**src/common/arc_pkg.sv**
```systemverilog
// shared constants and types for the converter register and control block
package arc_pkg;
  // register byte addresses and the reset read value
  localparam logic [7:0] ARC_RES_LOW_OFS  = 8'h78;
  localparam logic [7:0] ARC_RES_HIGH_OFS = 8'h79;
  localparam logic [7:0] ARC_CTRL_OFS     = 8'h7a;
  localparam logic [7:0] ARC_TRIG_OFS     = 8'h7b;
  localparam logic [7:0] ARC_MUX_OFS      = 8'h7c;
  localparam logic [7:0] ARC_DIS_OFS      = 8'h7e;
  localparam logic [7:0] ARC_RST_VAL      = 8'h00;
  // control register bit positions
  localparam int ARC_EN_BIT    = 7;
  localparam int ARC_START_BIT = 6;
  localparam int ARC_ATE_BIT   = 5;
  localparam int ARC_FLAG_BIT  = 4;
  localparam int ARC_IE_BIT    = 3;
  // multiplexer register fields, and the trigger register's comparator mux enable bit
  localparam int ARC_REF_LSB   = 6;
  localparam int ARC_LJ_BIT    = 5;
  localparam int ARC_CME_BIT   = 6;
  // conversion lengths in converter clock cycles
  localparam logic [4:0] ARC_FIRST_CYC = 5'd25;
  localparam logic [4:0] ARC_NORM_CYC  = 5'd13;
  // free running trigger code
  localparam logic [2:0] ARC_TS_FREE   = 3'b000;
  // reference codes
  localparam logic [1:0] ARC_REF_EXT   = 2'b00;
  localparam logic [1:0] ARC_REF_AVCC  = 2'b01;
  localparam logic [1:0] ARC_REF_INT   = 2'b11;
  // channel codes beyond the pins
  localparam logic [3:0] ARC_CH_BANDGAP = 4'b1110;
  localparam logic [3:0] ARC_CH_GROUND  = 4'b1111;
  // settings handed to the analog core
  typedef struct packed {
    logic       power;    // converter powered
    logic [1:0] ref_sel;  // reference code
    logic [3:0] channel;  // input code
  } arc_core_s;
endpackage : arc_pkg

```
**src/design/arc_top.sv**
```systemverilog
// converter register file, prescaler, conversion sequencer and triggers
`timescale 1ns/1ps
`default_nettype none
module arc_top (
  input  wire logic              ref_clk_i,      // system clock
  input  wire logic              rst_i,          // async reset, high
  input  wire logic [7:0]        addr_i,         // register address
  input  wire logic [7:0]        wdata_i,        // write data
  input  wire logic              wr_i,           // write strobe
  input  wire logic              rd_i,           // read strobe
  output logic      [7:0]        rdata_o,        // read data
  input  wire logic [9:0]        core_result_i,  // core result
  input  wire logic [7:1]        trig_flags_i,   // trigger source flags
  input  wire logic              irq_ack_i,      // vector taken
  input  wire logic              global_ie_i,    // global int enable
  output logic                   irq_o,          // interrupt request
  output arc_pkg::arc_core_s     core_ctl_o,     // core settings
  output logic                   conv_busy_o,    // conversion running
  output logic                   conv_tick_o,    // converter clock tick
  input  wire logic [5:0]        pin_raw_i,      // raw pin levels
  output logic      [5:0]        pin_value_o,    // pin read values
  output logic      [5:0]        buf_off_o       // input buffer off
);
  import arc_pkg::*;

  // prescaler terminal count for a divider code
  function automatic logic [6:0] div_last(input logic [2:0] code);
    logic [7:0] d;
    d = (code <= 3'd1) ? 8'd2 : (8'd1 << code);
    return 7'(d - 8'd1);
  endfunction

  // software registers
  logic [1:0] ref_reg;     // reference code
  logic       lj_reg;      // left justify
  logic [3:0] ch_reg;      // channel code
  logic       en_reg;      // converter enable
  logic       ate_reg;     // auto trigger enable
  logic       flag_reg;    // completion flag
  logic       ie_reg;      // completion irq enable
  logic [2:0] ps_reg;      // divider code
  logic       cme_reg;     // comparator mux enable
  logic [2:0] ts_reg;      // trigger source
  logic [5:0] dis_reg;     // input disables
  // sequencer state
  logic       pend_reg;    // start requested
  logic       busy_reg;    // conversion running
  logic       first_reg;   // next one initialises
  logic [4:0] cnt_reg;     // cycles left
  logic [6:0] pre_reg;     // prescaler count
  logic [9:0] res_reg;     // held result
  logic       lock_reg;    // result update blocked
  logic       sel_reg;     // last selected trigger
  logic       tick_reg;    // tick for output

  // bus decode
  wire wr_ctrl = wr_i && (addr_i == ARC_CTRL_OFS);
  wire wr_mux  = wr_i && (addr_i == ARC_MUX_OFS);
  wire wr_trig = wr_i && (addr_i == ARC_TRIG_OFS);
  wire wr_dis  = wr_i && (addr_i == ARC_DIS_OFS);
  wire rd_low  = rd_i && (addr_i == ARC_RES_LOW_OFS);
  wire rd_high = rd_i && (addr_i == ARC_RES_HIGH_OFS);

  // enable as it stands after this cycle
  wire en_next = wr_ctrl ? wdata_i[ARC_EN_BIT] : en_reg;
  wire off_w   = wr_ctrl && !wdata_i[ARC_EN_BIT];

  // converter clock tick from the prescaler
  wire tick_w  = en_reg && (pre_reg == div_last(ps_reg));

  // conversion start and end
  wire start_w = pend_reg && !busy_reg && tick_w && !off_w;
  wire done_w  = busy_reg && tick_w && (cnt_reg == 5'd1) && !off_w;
  wire free_w  = ate_reg && (ts_reg == ARC_TS_FREE);
  wire again_w = done_w && free_w;

  // trigger levels by code; slot zero is free running and never rises
  wire [7:0] trig_all_w = {trig_flags_i, 1'b0};
  // selected trigger level, no out-of-range index for code zero
  wire sel_w   = trig_all_w[ts_reg];
  // a switch of source also makes an edge here
  wire edge_w  = ate_reg && en_reg && sel_w && !sel_reg;
  // software start, one written with enable
  wire sw_go   = wr_ctrl && wdata_i[ARC_START_BIT] && wdata_i[ARC_EN_BIT];

  // result byte layouts
  wire [7:0] high_w = lj_reg ? res_reg[9:2] : {6'h00, res_reg[9:8]};
  wire [7:0] low_w  = lj_reg ? {res_reg[1:0], 6'h00} : res_reg[7:0];

  // register readback; reserved bits read zero
  wire [7:0] ctrl_w = {en_reg, busy_reg | pend_reg, ate_reg, flag_reg,
                       ie_reg, ps_reg};
  wire [7:0] mux_w  = {ref_reg, lj_reg, 1'b0, ch_reg};
  wire [7:0] trig_w = {1'b0, cme_reg, 3'b000, ts_reg};
  wire [7:0] dis_w  = {2'b00, dis_reg};
  wire [7:0] rd_w   = (addr_i == ARC_RES_LOW_OFS)  ? low_w  :
                      (addr_i == ARC_RES_HIGH_OFS) ? high_w :
                      (addr_i == ARC_CTRL_OFS)     ? ctrl_w :
                      (addr_i == ARC_TRIG_OFS)     ? trig_w :
                      (addr_i == ARC_MUX_OFS)      ? mux_w  :
                      (addr_i == ARC_DIS_OFS)      ? dis_w  : ARC_RST_VAL;

  // settings to the core: follow registers while idle, hold in a run
  wire        take_w   = !busy_reg || again_w;
  arc_core_s  ctl_next;
  // one driver for the whole struct: power, reference, channel
  assign ctl_next = {en_reg,
                     take_w ? ref_reg : core_ctl_o.ref_sel,
                     take_w ? ch_reg  : core_ctl_o.channel};

  // flag: hardware set beats any clear
  wire flag_clr  = irq_ack_i || (wr_ctrl && wdata_i[ARC_FLAG_BIT]);
  wire flag_next = done_w || (flag_reg && !flag_clr);

  // pending start request
  wire pend_next = !en_next ? 1'b0 :
                   (sw_go || edge_w) ? 1'b1 :
                   start_w ? 1'b0 : pend_reg;

  // conversion counter
  wire [4:0] cnt_next = start_w ? (first_reg ? ARC_FIRST_CYC : ARC_NORM_CYC) :
                        again_w ? ARC_NORM_CYC :
                        (busy_reg && tick_w) ? 5'(cnt_reg - 5'd1) : cnt_reg;

  // multiplexer and reference register
  always_ff @(posedge ref_clk_i or posedge rst_i) begin
    if (rst_i) begin
      ref_reg <= 2'b00;
      lj_reg  <= 1'b0;
      ch_reg  <= 4'h0;
    end else if (wr_mux) begin
      ref_reg <= wdata_i[7:ARC_REF_LSB];
      lj_reg  <= wdata_i[ARC_LJ_BIT];
      ch_reg  <= wdata_i[3:0];
    end
  end

  // control register fields written by software
  always_ff @(posedge ref_clk_i or posedge rst_i) begin
    if (rst_i) begin
      en_reg  <= 1'b0;
      ate_reg <= 1'b0;
      ie_reg  <= 1'b0;
      ps_reg  <= 3'b000;
    end else if (wr_ctrl) begin
      en_reg  <= wdata_i[ARC_EN_BIT];
      ate_reg <= wdata_i[ARC_ATE_BIT];
      ie_reg  <= wdata_i[ARC_IE_BIT];
      ps_reg  <= wdata_i[2:0];
    end
  end

  // trigger control and input disable registers
  always_ff @(posedge ref_clk_i or posedge rst_i) begin
    if (rst_i) begin
      cme_reg <= 1'b0;
      ts_reg  <= 3'b000;
      dis_reg <= 6'h00;
    end else begin
      if (wr_trig) begin
        cme_reg <= wdata_i[ARC_CME_BIT];
        ts_reg  <= wdata_i[2:0];
      end
      if (wr_dis) begin
        dis_reg <= wdata_i[5:0];
      end
    end
  end

  // prescaler: held at zero while off, restarts on enable
  always_ff @(posedge ref_clk_i or posedge rst_i) begin
    if (rst_i) begin
      pre_reg <= 7'h00;
    end else if (!en_reg || tick_w) begin
      pre_reg <= 7'h00;
    end else begin
      pre_reg <= 7'(pre_reg + 7'd1);
    end
  end

  // sequencer state
  always_ff @(posedge ref_clk_i or posedge rst_i) begin
    if (rst_i) begin
      pend_reg  <= 1'b0;
      busy_reg  <= 1'b0;
      first_reg <= 1'b1;
      cnt_reg   <= 5'h00;
      sel_reg   <= 1'b0;
    end else begin
      pend_reg  <= pend_next;
      // abort on power off, run from start to done
      busy_reg  <= off_w ? 1'b0 : (start_w || again_w) ? 1'b1 :
                   done_w ? 1'b0 : busy_reg;
      // initialisation is due again after every power off
      first_reg <= !en_next ? 1'b1 : start_w ? 1'b0 : first_reg;
      cnt_reg   <= off_w ? 5'h00 : cnt_next;
      sel_reg   <= sel_w;
    end
  end

  // result capture and read lock
  always_ff @(posedge ref_clk_i or posedge rst_i) begin
    if (rst_i) begin
      res_reg  <= 10'h000;
      lock_reg <= 1'b0;
      flag_reg <= 1'b0;
    end else begin
      if (done_w && !lock_reg) begin
        res_reg <= core_result_i;
      end
      lock_reg <= rd_low ? 1'b1 : rd_high ? 1'b0 : lock_reg;
      flag_reg <= flag_next;
    end
  end

  // registered outputs
  always_ff @(posedge ref_clk_i or posedge rst_i) begin
    if (rst_i) begin
      rdata_o     <= ARC_RST_VAL;
      irq_o       <= 1'b0;
      core_ctl_o  <= '0;
      conv_busy_o <= 1'b0;
      tick_reg    <= 1'b0;
      pin_value_o <= 6'h00;
      buf_off_o   <= 6'h00;
    end else begin
      rdata_o     <= rd_i ? rd_w : ARC_RST_VAL;
      irq_o       <= flag_reg && ie_reg && global_ie_i;
      core_ctl_o  <= ctl_next;
      conv_busy_o <= busy_reg;
      tick_reg    <= tick_w;
      pin_value_o <= pin_raw_i & ~dis_reg;
      buf_off_o   <= dis_reg;
    end
  end
  assign conv_tick_o = tick_reg;
endmodule // arc_top
`default_nettype wire

```
**config.mk**
```make
export PLATFORM = sky130hd
export DESIGN_NAME = arc_top
export DESIGN_NICKNAME = d
export VERILOG_FILES = /design/src/common/arc_pkg.sv /design/src/design/arc_top.sv
export SDC_FILE = /design/constraint.sdc
export NUM_CORES = 1
export LEC_CHECK = 0
export BUFFER_PORTS_ARGS = -buffer_cell sky130_fd_sc_hd__buf_2
export CORE_MARGIN = 1
export CORE_UTILIZATION = 55
export DETAILED_ROUTE_END_ITERATION = 10
export GPL_ROUTABILITY_DRIVEN = 0
export PLACE_DENSITY = 0.85
export SLEW_MARGIN = 25
export SYNTH_ARGS = -nofsm -noshare
export SYNTH_HDL_FRONTEND = slang
export SYNTH_SLANG_ARGS = --single-unit
export TNS_END_PERCENT = 50
```
**constraint.sdc**
```tcl
create_clock -name ref_clk_i -period 3.2 [get_ports ref_clk_i]
set_input_delay 0.16 -clock ref_clk_i [delete_from_list [all_inputs] [get_ports ref_clk_i]]
set_output_delay 0.16 -clock ref_clk_i [all_outputs]
set_load 0.01 [all_outputs]
```
==> out/qor.yml, run 1 <==
final_cell_mix: "dfrtp_1, buf_2, mux2_2"
synth_cell_types: 57
r2r-end: "core_ctl_o[4]$_DFFE_PP0P_"
rr_startpoint: "ps_reg[1]$_DFFE_PP0P_"
holdWs_ns: 0.0258
firstDrtPassIters: 5
fin_area_um2: 4590
initialDrtViolationCount: 277
die_h_um: 86.3
power_frac_comb_pct: 9.0
place.port_buffers: 74
cts_made_buffers: 9
hold_class: "input port to flop"
clk_latency_ns: 0.36
synthesis.area_um2: 3910
worstRegToRegCells: 7
setup_tns_ns: 0
crit_path_end_kind: "flop"
worstPathArrival_ns: 3.26
ios: 75
rsz0062_at_grt: "false"
grtUsageMet2_pct: 42.5
grt_usage_pct: 25.9
nNetsFinal: 462
rows: 30
dieArea_um2: 7450
start_kind: "flop"
grt_pass1_wl_mm: 14.6
routed_wl_mm: 8.79
tightest_slew_ns: 0.753
synth_edf_count: 0
min_from: "pin_raw_i[4]"
power_switching_uw: 515
totalPowerFinal_uw: 2090
min_path_cells: 2
async_reset_ff_share_pct: 100
ctsResizeCount: 0
start_util_pct: 57.2
clk_pin_slew_ns: 0.08
relSlewSlack_pct: 49.1
cap_violations: 0
whs_endpoint: "pin_value_o[4]$_DFF_PP0_"
met3_usage_pct: 3.71
cts_buffer_depth: 2
outcome: "finished, final reports clean"
yosysSeqAreaShare_pct: 51.9
place_area_um2: 4360
antenna_found_initial: 0
core_region_area_um2: 6830
hold_viol_final: 0
dp.cells: 496
synth_seq_cells: 81
p_sw_share_pct: 24.6
areaGrowthSynthToFinish_pct: 17.3
num_antenna_cells: 0
power.clock.fraction_pct: 38.9
synth.avg_cell_area_um2: 11.6
cts-root-buf: "clkbuf_8"
syn_inst: 336
cts_tree: "done"
vias: 2990
fp.dieW_um: 86.3
required_ns: 3.44
p_per_area_nw_per_um2: 456
viasPerCell: 5.84
setup_violations: 0
internal_power_uw: 1580
p_seq_share_pct: 52.1
synth_warnings: 0
r2r_slack_ns: 0.18
post_drt_wl_per_cell_um: 17.2
peakVddDrop_v: 0.000325
synthesis.nets: 386
synthFlopType: "dfrtp_1"
h-tree-depth: 3
power_leakage_uw: 0.00224
largest_reg_flops: 10
finalClockSkew_ns: 0.00977
slew_violations: 0
fmax_mhz: 331
final_common_cell: "dfrtp_1"
period_needed_ns: 3.02
fin_crit_sh_pct: 94.5
grt.busiest_layer: "met2"
use_met1_pct: 34.7
worstPathMaxFanout: 10
grt_pass1_vias: 2969
dp_hpwl_mm: 6.39
final_cell_count_no_fill: 512
drive_gt1_share_pct: 35.6
overflow: 0
drc: 0
drtAntennaViolNets: 0
cts_sinks: 81
grt_max_degree: 45
critPathKind: "flop to flop"
## kinds of logic (layout without fill, tap and decap cells)
logic type,after synthesis,after routing,share of synthesized area (%)
fa+ha+maj,5,5,1.60
xor+xnor,10,10,2.24
simple gates,107,107,15.1
buf+inv,24,104,2.79
mux,54,54,15.5
compound gates,55,55,10.9
flops,81,81,51.9
## Yosys cell counts, types with 3 or more instances
cell | n | area share (%)
nand2_1 | 25 | 2.4
and3_1 | 3 | 0.48
clkbuf_1 | 7 | 0.67
a21boi_0 | 4 | 0.77
nor3_1 | 5 | 0.64
nand3_1 | 7 | 0.90
nand4_1 | 3 | 0.48
buf_2 | 3 | 0.38
o21ai_0 | 12 | 1.5
a22oi_1 | 5 | 0.96
a32oi_1 | 3 | 0.67
xor2_1 | 5 | 1.1
inv_1 | 10 | 0.96
xnor2_1 | 5 | 1.1
nor2_1 | 24 | 2.3
a21oi_1 | 7 | 0.90
ha_1 | 5 | 1.6
dfrtp_1 | 80 | 51
mux2_2 | 42 | 12
and4_1 | 3 | 0.67
mux2i_1 | 11 | 2.8
nor2b_1 | 13 | 2.1
a31oi_1 | 4 | 0.64
nand3b_1 | 5 | 0.96
## power by group through the flow
stage | logic (µW) | clock network, µW | registers [µW]
floorplan | 116 | 0 | 1100
global placement | 182 | 0 | 1110
detailed placement | 187 | 0 | 1110
CTS | 189 | 827 | 1090
global route | 209 | 875 | 1090
finish | 189 | 815 | 1090
## how the worst max path moves through the flow
stage / start / to / slack, ns / cells after the start
finish: ps_reg[1]$_DFFE_PP0P_ / core_ctl_o[4]$_DFFE_PP0P_ / 0.18 / 7
global route: ps_reg[1]$_DFFE_PP0P_ / core_ctl_o[4]$_DFFE_PP0P_ / 0.06 / 7
CTS: ps_reg[1]$_DFFE_PP0P_ / core_ctl_o[4]$_DFFE_PP0P_ / 0.16 / 7
detailed placement: ps_reg[1]$_DFFE_PP0P_ / core_ctl_o[3]$_DFFE_PP0P_ / 0.18 / 7
global placement: ps_reg[1]$_DFFE_PP0P_ / core_ctl_o[0]$_DFFE_PP0P_ / 0.32 / 7
floorplan: ps_reg[2]$_DFFE_PP0P_ / core_ctl_o[0]$_DFFE_PP0P_ / 0.46 / 8
## critical path, cell delays in order (launching register included)
cell	delay [ns]
dfrtp_1	0.53
or3b_2	0.51
ha_1	0.31
xor2_1	0.16
o311a_1	0.25
o2111ai_4	0.23
o41ai_4	0.53
mux2_2	0.39
## area by class of cell
type / count / area (µm²)
clock buffer: 9 / 124
clock inverter: 6 / 92.6
fill: 518 / 2250
inverter: 10 / 38.8
multi-input combinational: 231 / 1770
sequential: 81 / 2030
tap: 96 / 120
timing repair buffer: 79 / 410
## metrics by stage
| step | utilization, % | setup WS [ns] |
|---|---|---|
| after CTS | 67.1 | 0.163 |
| after floorplan | - | 0.461 |
| final | 67.1 | 0.177 |
| after global routing | 67.1 | 0.0589 |
| after detailed placement | 63.8 | 0.177 |
| after global placement | 63.8 | 0.322 |
## layer usage
layer	vias to the layer above	wire length, µm	share of wire [%]
met2	137	4310	49
met3	20	598	6.8
met5	-	0	0
met4	0	167	1.9
met1	1476	3710	42
li1	1357	-	-
## timing repair
action / in CTS / in global routing
buffers inserted: 0 / 0
hold buffers: 1 / 0
endpoints found under the hold margin: 41 / 0
endpoints found under the setup margin: 0 / 0
Power figures use the tool's default switching activity.
==> run 2: changes to the inputs <==
CORE_ASPECT_RATIO = 1.1   (was not set)
==> run 2 against run 1 <==
Effect of this change:
- clock skew is essentially flat
- worst setup slack better by 0.046 ns
- clock power rose by 4.0%
- clock-buffer cell count is 1 higher
- core utilization rose by 1.1 points
- first-iteration DRC count is 0.36% lower
- register-to-register slack better by 0.05 ns
- maximum frequency grew 1.5%
- combinational power is essentially flat
- total power is 1.7% higher
- sequential power barely moved
- critical endpoint is now res_reg[6]$_DFFE_PP0P_
- largest power group unchanged
==> out/qor.yml, run 2 (synthesis gave the netlist of run 1 again) <==
p_per_area_nw_per_um2: 465  # was 456 nW/µm²
final_cell_count_no_fill: 499  # was 512
cts_tree: "done"  # unchanged
fmax_mhz: 336  # was 331 MHz
power_leakage_uw: 0.00225  # was 0.00224 µW
fp.dieW_um: 82.4  # was 86.3 µm
critPathKind: "flop to flop"  # unchanged
min_from: "core_result_i[4]"  # was pin_raw_i[4]
ios: 75  # unchanged
peakVddDrop_v: 0.000272  # was 0.000325 V
num_antenna_cells: 0  # unchanged
drtAntennaViolNets: 0  # unchanged
r2r_slack_ns: 0.22  # was 0.18 ns
power.clock.fraction_pct: 39.9  # was 38.9%
grt_usage_pct: 26.8  # was 25.9%
crit_slowest_cell: "dfrtp_1"  # unchanged
cts_buffer_depth: 2  # unchanged
postCtsSetupBuffers: 0  # unchanged
p_sw_share_pct: 24.7  # was 24.6%
core_region_area_um2: 6710  # was 6830 µm²
antenna_found_initial: 0  # unchanged
h-tree-depth: 3  # unchanged
met3_usage_pct: 4.44  # was 3.71%
vias: 3017  # was 2990
cts_sinks: 81  # unchanged
setup_violations: 0  # unchanged
viasPerCell: 6.05  # was 5.84
final_cell_mix: "dfrtp_1, buf_2, mux2_2"  # unchanged
largest_reg_flops: 10  # unchanged
rsz0062_at_grt: "false"  # unchanged
whs_endpoint: "res_reg[4]$_DFFE_PP0P_"  # was pin_value_o[4]$_DFF_PP0_
place_area_um2: 4340  # was 4360 µm²
period_needed_ns: 2.98  # was 3.02 ns
path_cells: "or3b_2, ha_1, xnor2_1, xnor2_1, o2111a_1, and4_1, mux2_2"  # was or3b_2, ha_1, xor2_1, o311a_1, o2111ai_4, o41ai_4, mux2_2
fin_crit_sh_pct: 93.0  # was 94.5%
clk_latency_ns: 0.36  # about the same
firstDrtPassIters: 6  # was 5
cap_violations: 0  # unchanged
grt_max_degree: 48  # was 45
dp.cells: 482  # was 496
outcome: "finished, final reports clean"  # unchanged
die_h_um: 90.4  # was 86.3 µm
dp_slack_ns: 0.252  # was 0.177 ns
rows: 31  # was 30
hold_viol_final: 0  # unchanged
nNetsFinal: 462  # unchanged
setup_tns_ns: 0  # unchanged
p_seq_share_pct: 51.2  # was 52.1%
grt_pass1_vias: 3008  # was 2969
start_util_pct: 58.3  # was 57.2%
areaGrowthSynthToFinish_pct: 17.2  # was 17.3%
start_kind: "flop"  # unchanged
final_common_cell: "dfrtp_1"  # unchanged
initialDrtViolationCount: 276  # was 277
post_drt_wl_per_cell_um: 18.3  # was 17.2 µm
required_ns: 3.45  # was 3.44 ns
crit_path_end_kind: "flop"  # unchanged
clk_pin_slew_ns: 0.09  # was 0.08 ns
overflow: 0  # unchanged
dieArea_um2: 7450  # about the same
finalClockSkew_ns: 0.00978  # was 0.00977 ns
worstPathArrival_ns: 3.23  # was 3.26 ns
fin_ws_ns: 0.223  # was 0.177 ns
rr_startpoint: "ps_reg[1]$_DFFE_PP0P_"  # unchanged
r2r-end: "res_reg[6]$_DFFE_PP0P_"  # was core_ctl_o[4]$_DFFE_PP0P_
min_path_cells: 2  # unchanged
worstPathMaxFanout: 10  # unchanged
power_switching_uw: 525  # was 515 µW
dp_hpwl_mm: 6.62  # was 6.39 mm
grt.busiest_layer: "met2"  # unchanged
drc: 0  # unchanged
hold_class: "input port to flop"  # unchanged
grt_pass1_wl_mm: 14.7  # was 14.6 mm
cts_made_buffers: 9  # unchanged
routed_wl_mm: 9.11  # was 8.79 mm
worstRegToRegCells: 7  # unchanged
cpPeakStageDelay_ns: 0.54  # was 0.53 ns
crit_path_frequent_cell: "xnor2_1"
power_frac_comb_pct: 9.0  # about the same
tightest_slew_ns: 0.796  # was 0.753 ns
cts-root-buf: "clkbuf_8"  # unchanged
use_met1_pct: 35.6  # was 34.7%
internal_power_uw: 1600  # was 1580 µW
drive_gt1_share_pct: 35.7  # was 35.6%
fin_area_um2: 4580  # was 4590 µm²
grtUsageMet2_pct: 42.4  # was 42.5%
place.port_buffers: 74  # unchanged
relSlewSlack_pct: 46.9  # was 49.1%
slew_violations: 0  # unchanged
## run 2: cell count changes in the layout (fill, tap and decap cells not counted), sizes merged
cell and change:
clkbuf +1, clkinvlp -1, clkinv +1
## run 2: cell type report
| cell class | instances | area (µm²) |
|---|---|---|
| Timing Repair Buffer | 79 | 410 |
| Sequential cell | 81 | 2030 |
| Multi-Input combinational cell | 231 | 1770 |
| Fill cell | 494 | 2130 |
| Inverter | 10 | 38.8 |
| Clock inverter | 6 | 90.1 |
| Tap cell | 82 | 103 |
| Clock buffer | 10 | 138 |
## run 2: critical path: cells and delay by family, from the launching register on
| kind | cells | cell delay (ns) |
|---|---|---|
| mux | 1 | 0.39 |
| fa+ha+maj | 1 | 0.22 |
| simple gates | 2 | 1.01 |
| xor+xnor | 2 | 0.45 |
| compound gates | 1 | 0.25 |
| flops | 1 | 0.54 |
## run 2: metal layers
metal,up-vias,wire (µm)
met1,1473,3750
met2,152,4380
met4,0,276
li1,1364,-
met5,-,0
met3,28,701
## run 2: stage by stage
stage	hold WS, ns	total power, µW	util (%)
2_1_floorplan	0.298	1220	-
3_3_place_gp	0.317	1290	64.7
3_5_place_dp	0.329	1300	64.7
4_1_cts	0.0153	2130	68.2
5_1_grt	0.0255	2200	68.2
6_report	0.0214	2130	68.2
## run 2: worst max-delay path by stage
stage,from,end,cells past startpoint
floorplan,ps_reg[2]$_DFFE_PP0P_,core_ctl_o[0]$_DFFE_PP0P_,8
global placement,ps_reg[1]$_DFFE_PP0P_,res_reg[2]$_DFFE_PP0P_,7
detailed placement,ps_reg[1]$_DFFE_PP0P_,res_reg[8]$_DFFE_PP0P_,7
CTS,ps_reg[1]$_DFFE_PP0P_,res_reg[6]$_DFFE_PP0P_,7
global route,ps_reg[1]$_DFFE_PP0P_,res_reg[3]$_DFFE_PP0P_,7
finish,ps_reg[1]$_DFFE_PP0P_,res_reg[6]$_DFFE_PP0P_,7
## run 2: repair_timing
action | CTS | global route
setup endpoints to repair | 0 | 0
hold endpoints to repair | 45 | 0
hold buffers | 1 | 0
resized for setup | 0 | 0
## run 2: power by group through the flow
stage | Sequential, µW | Clock (µW) | Combinational [µW]
after floorplan | 1100 | 0 | 116
after global placement | 1110 | 0 | 182
after detailed placement | 1110 | 0 | 187
after CTS | 1090 | 855 | 191
after global routing | 1100 | 890 | 211
final | 1090 | 848 | 191
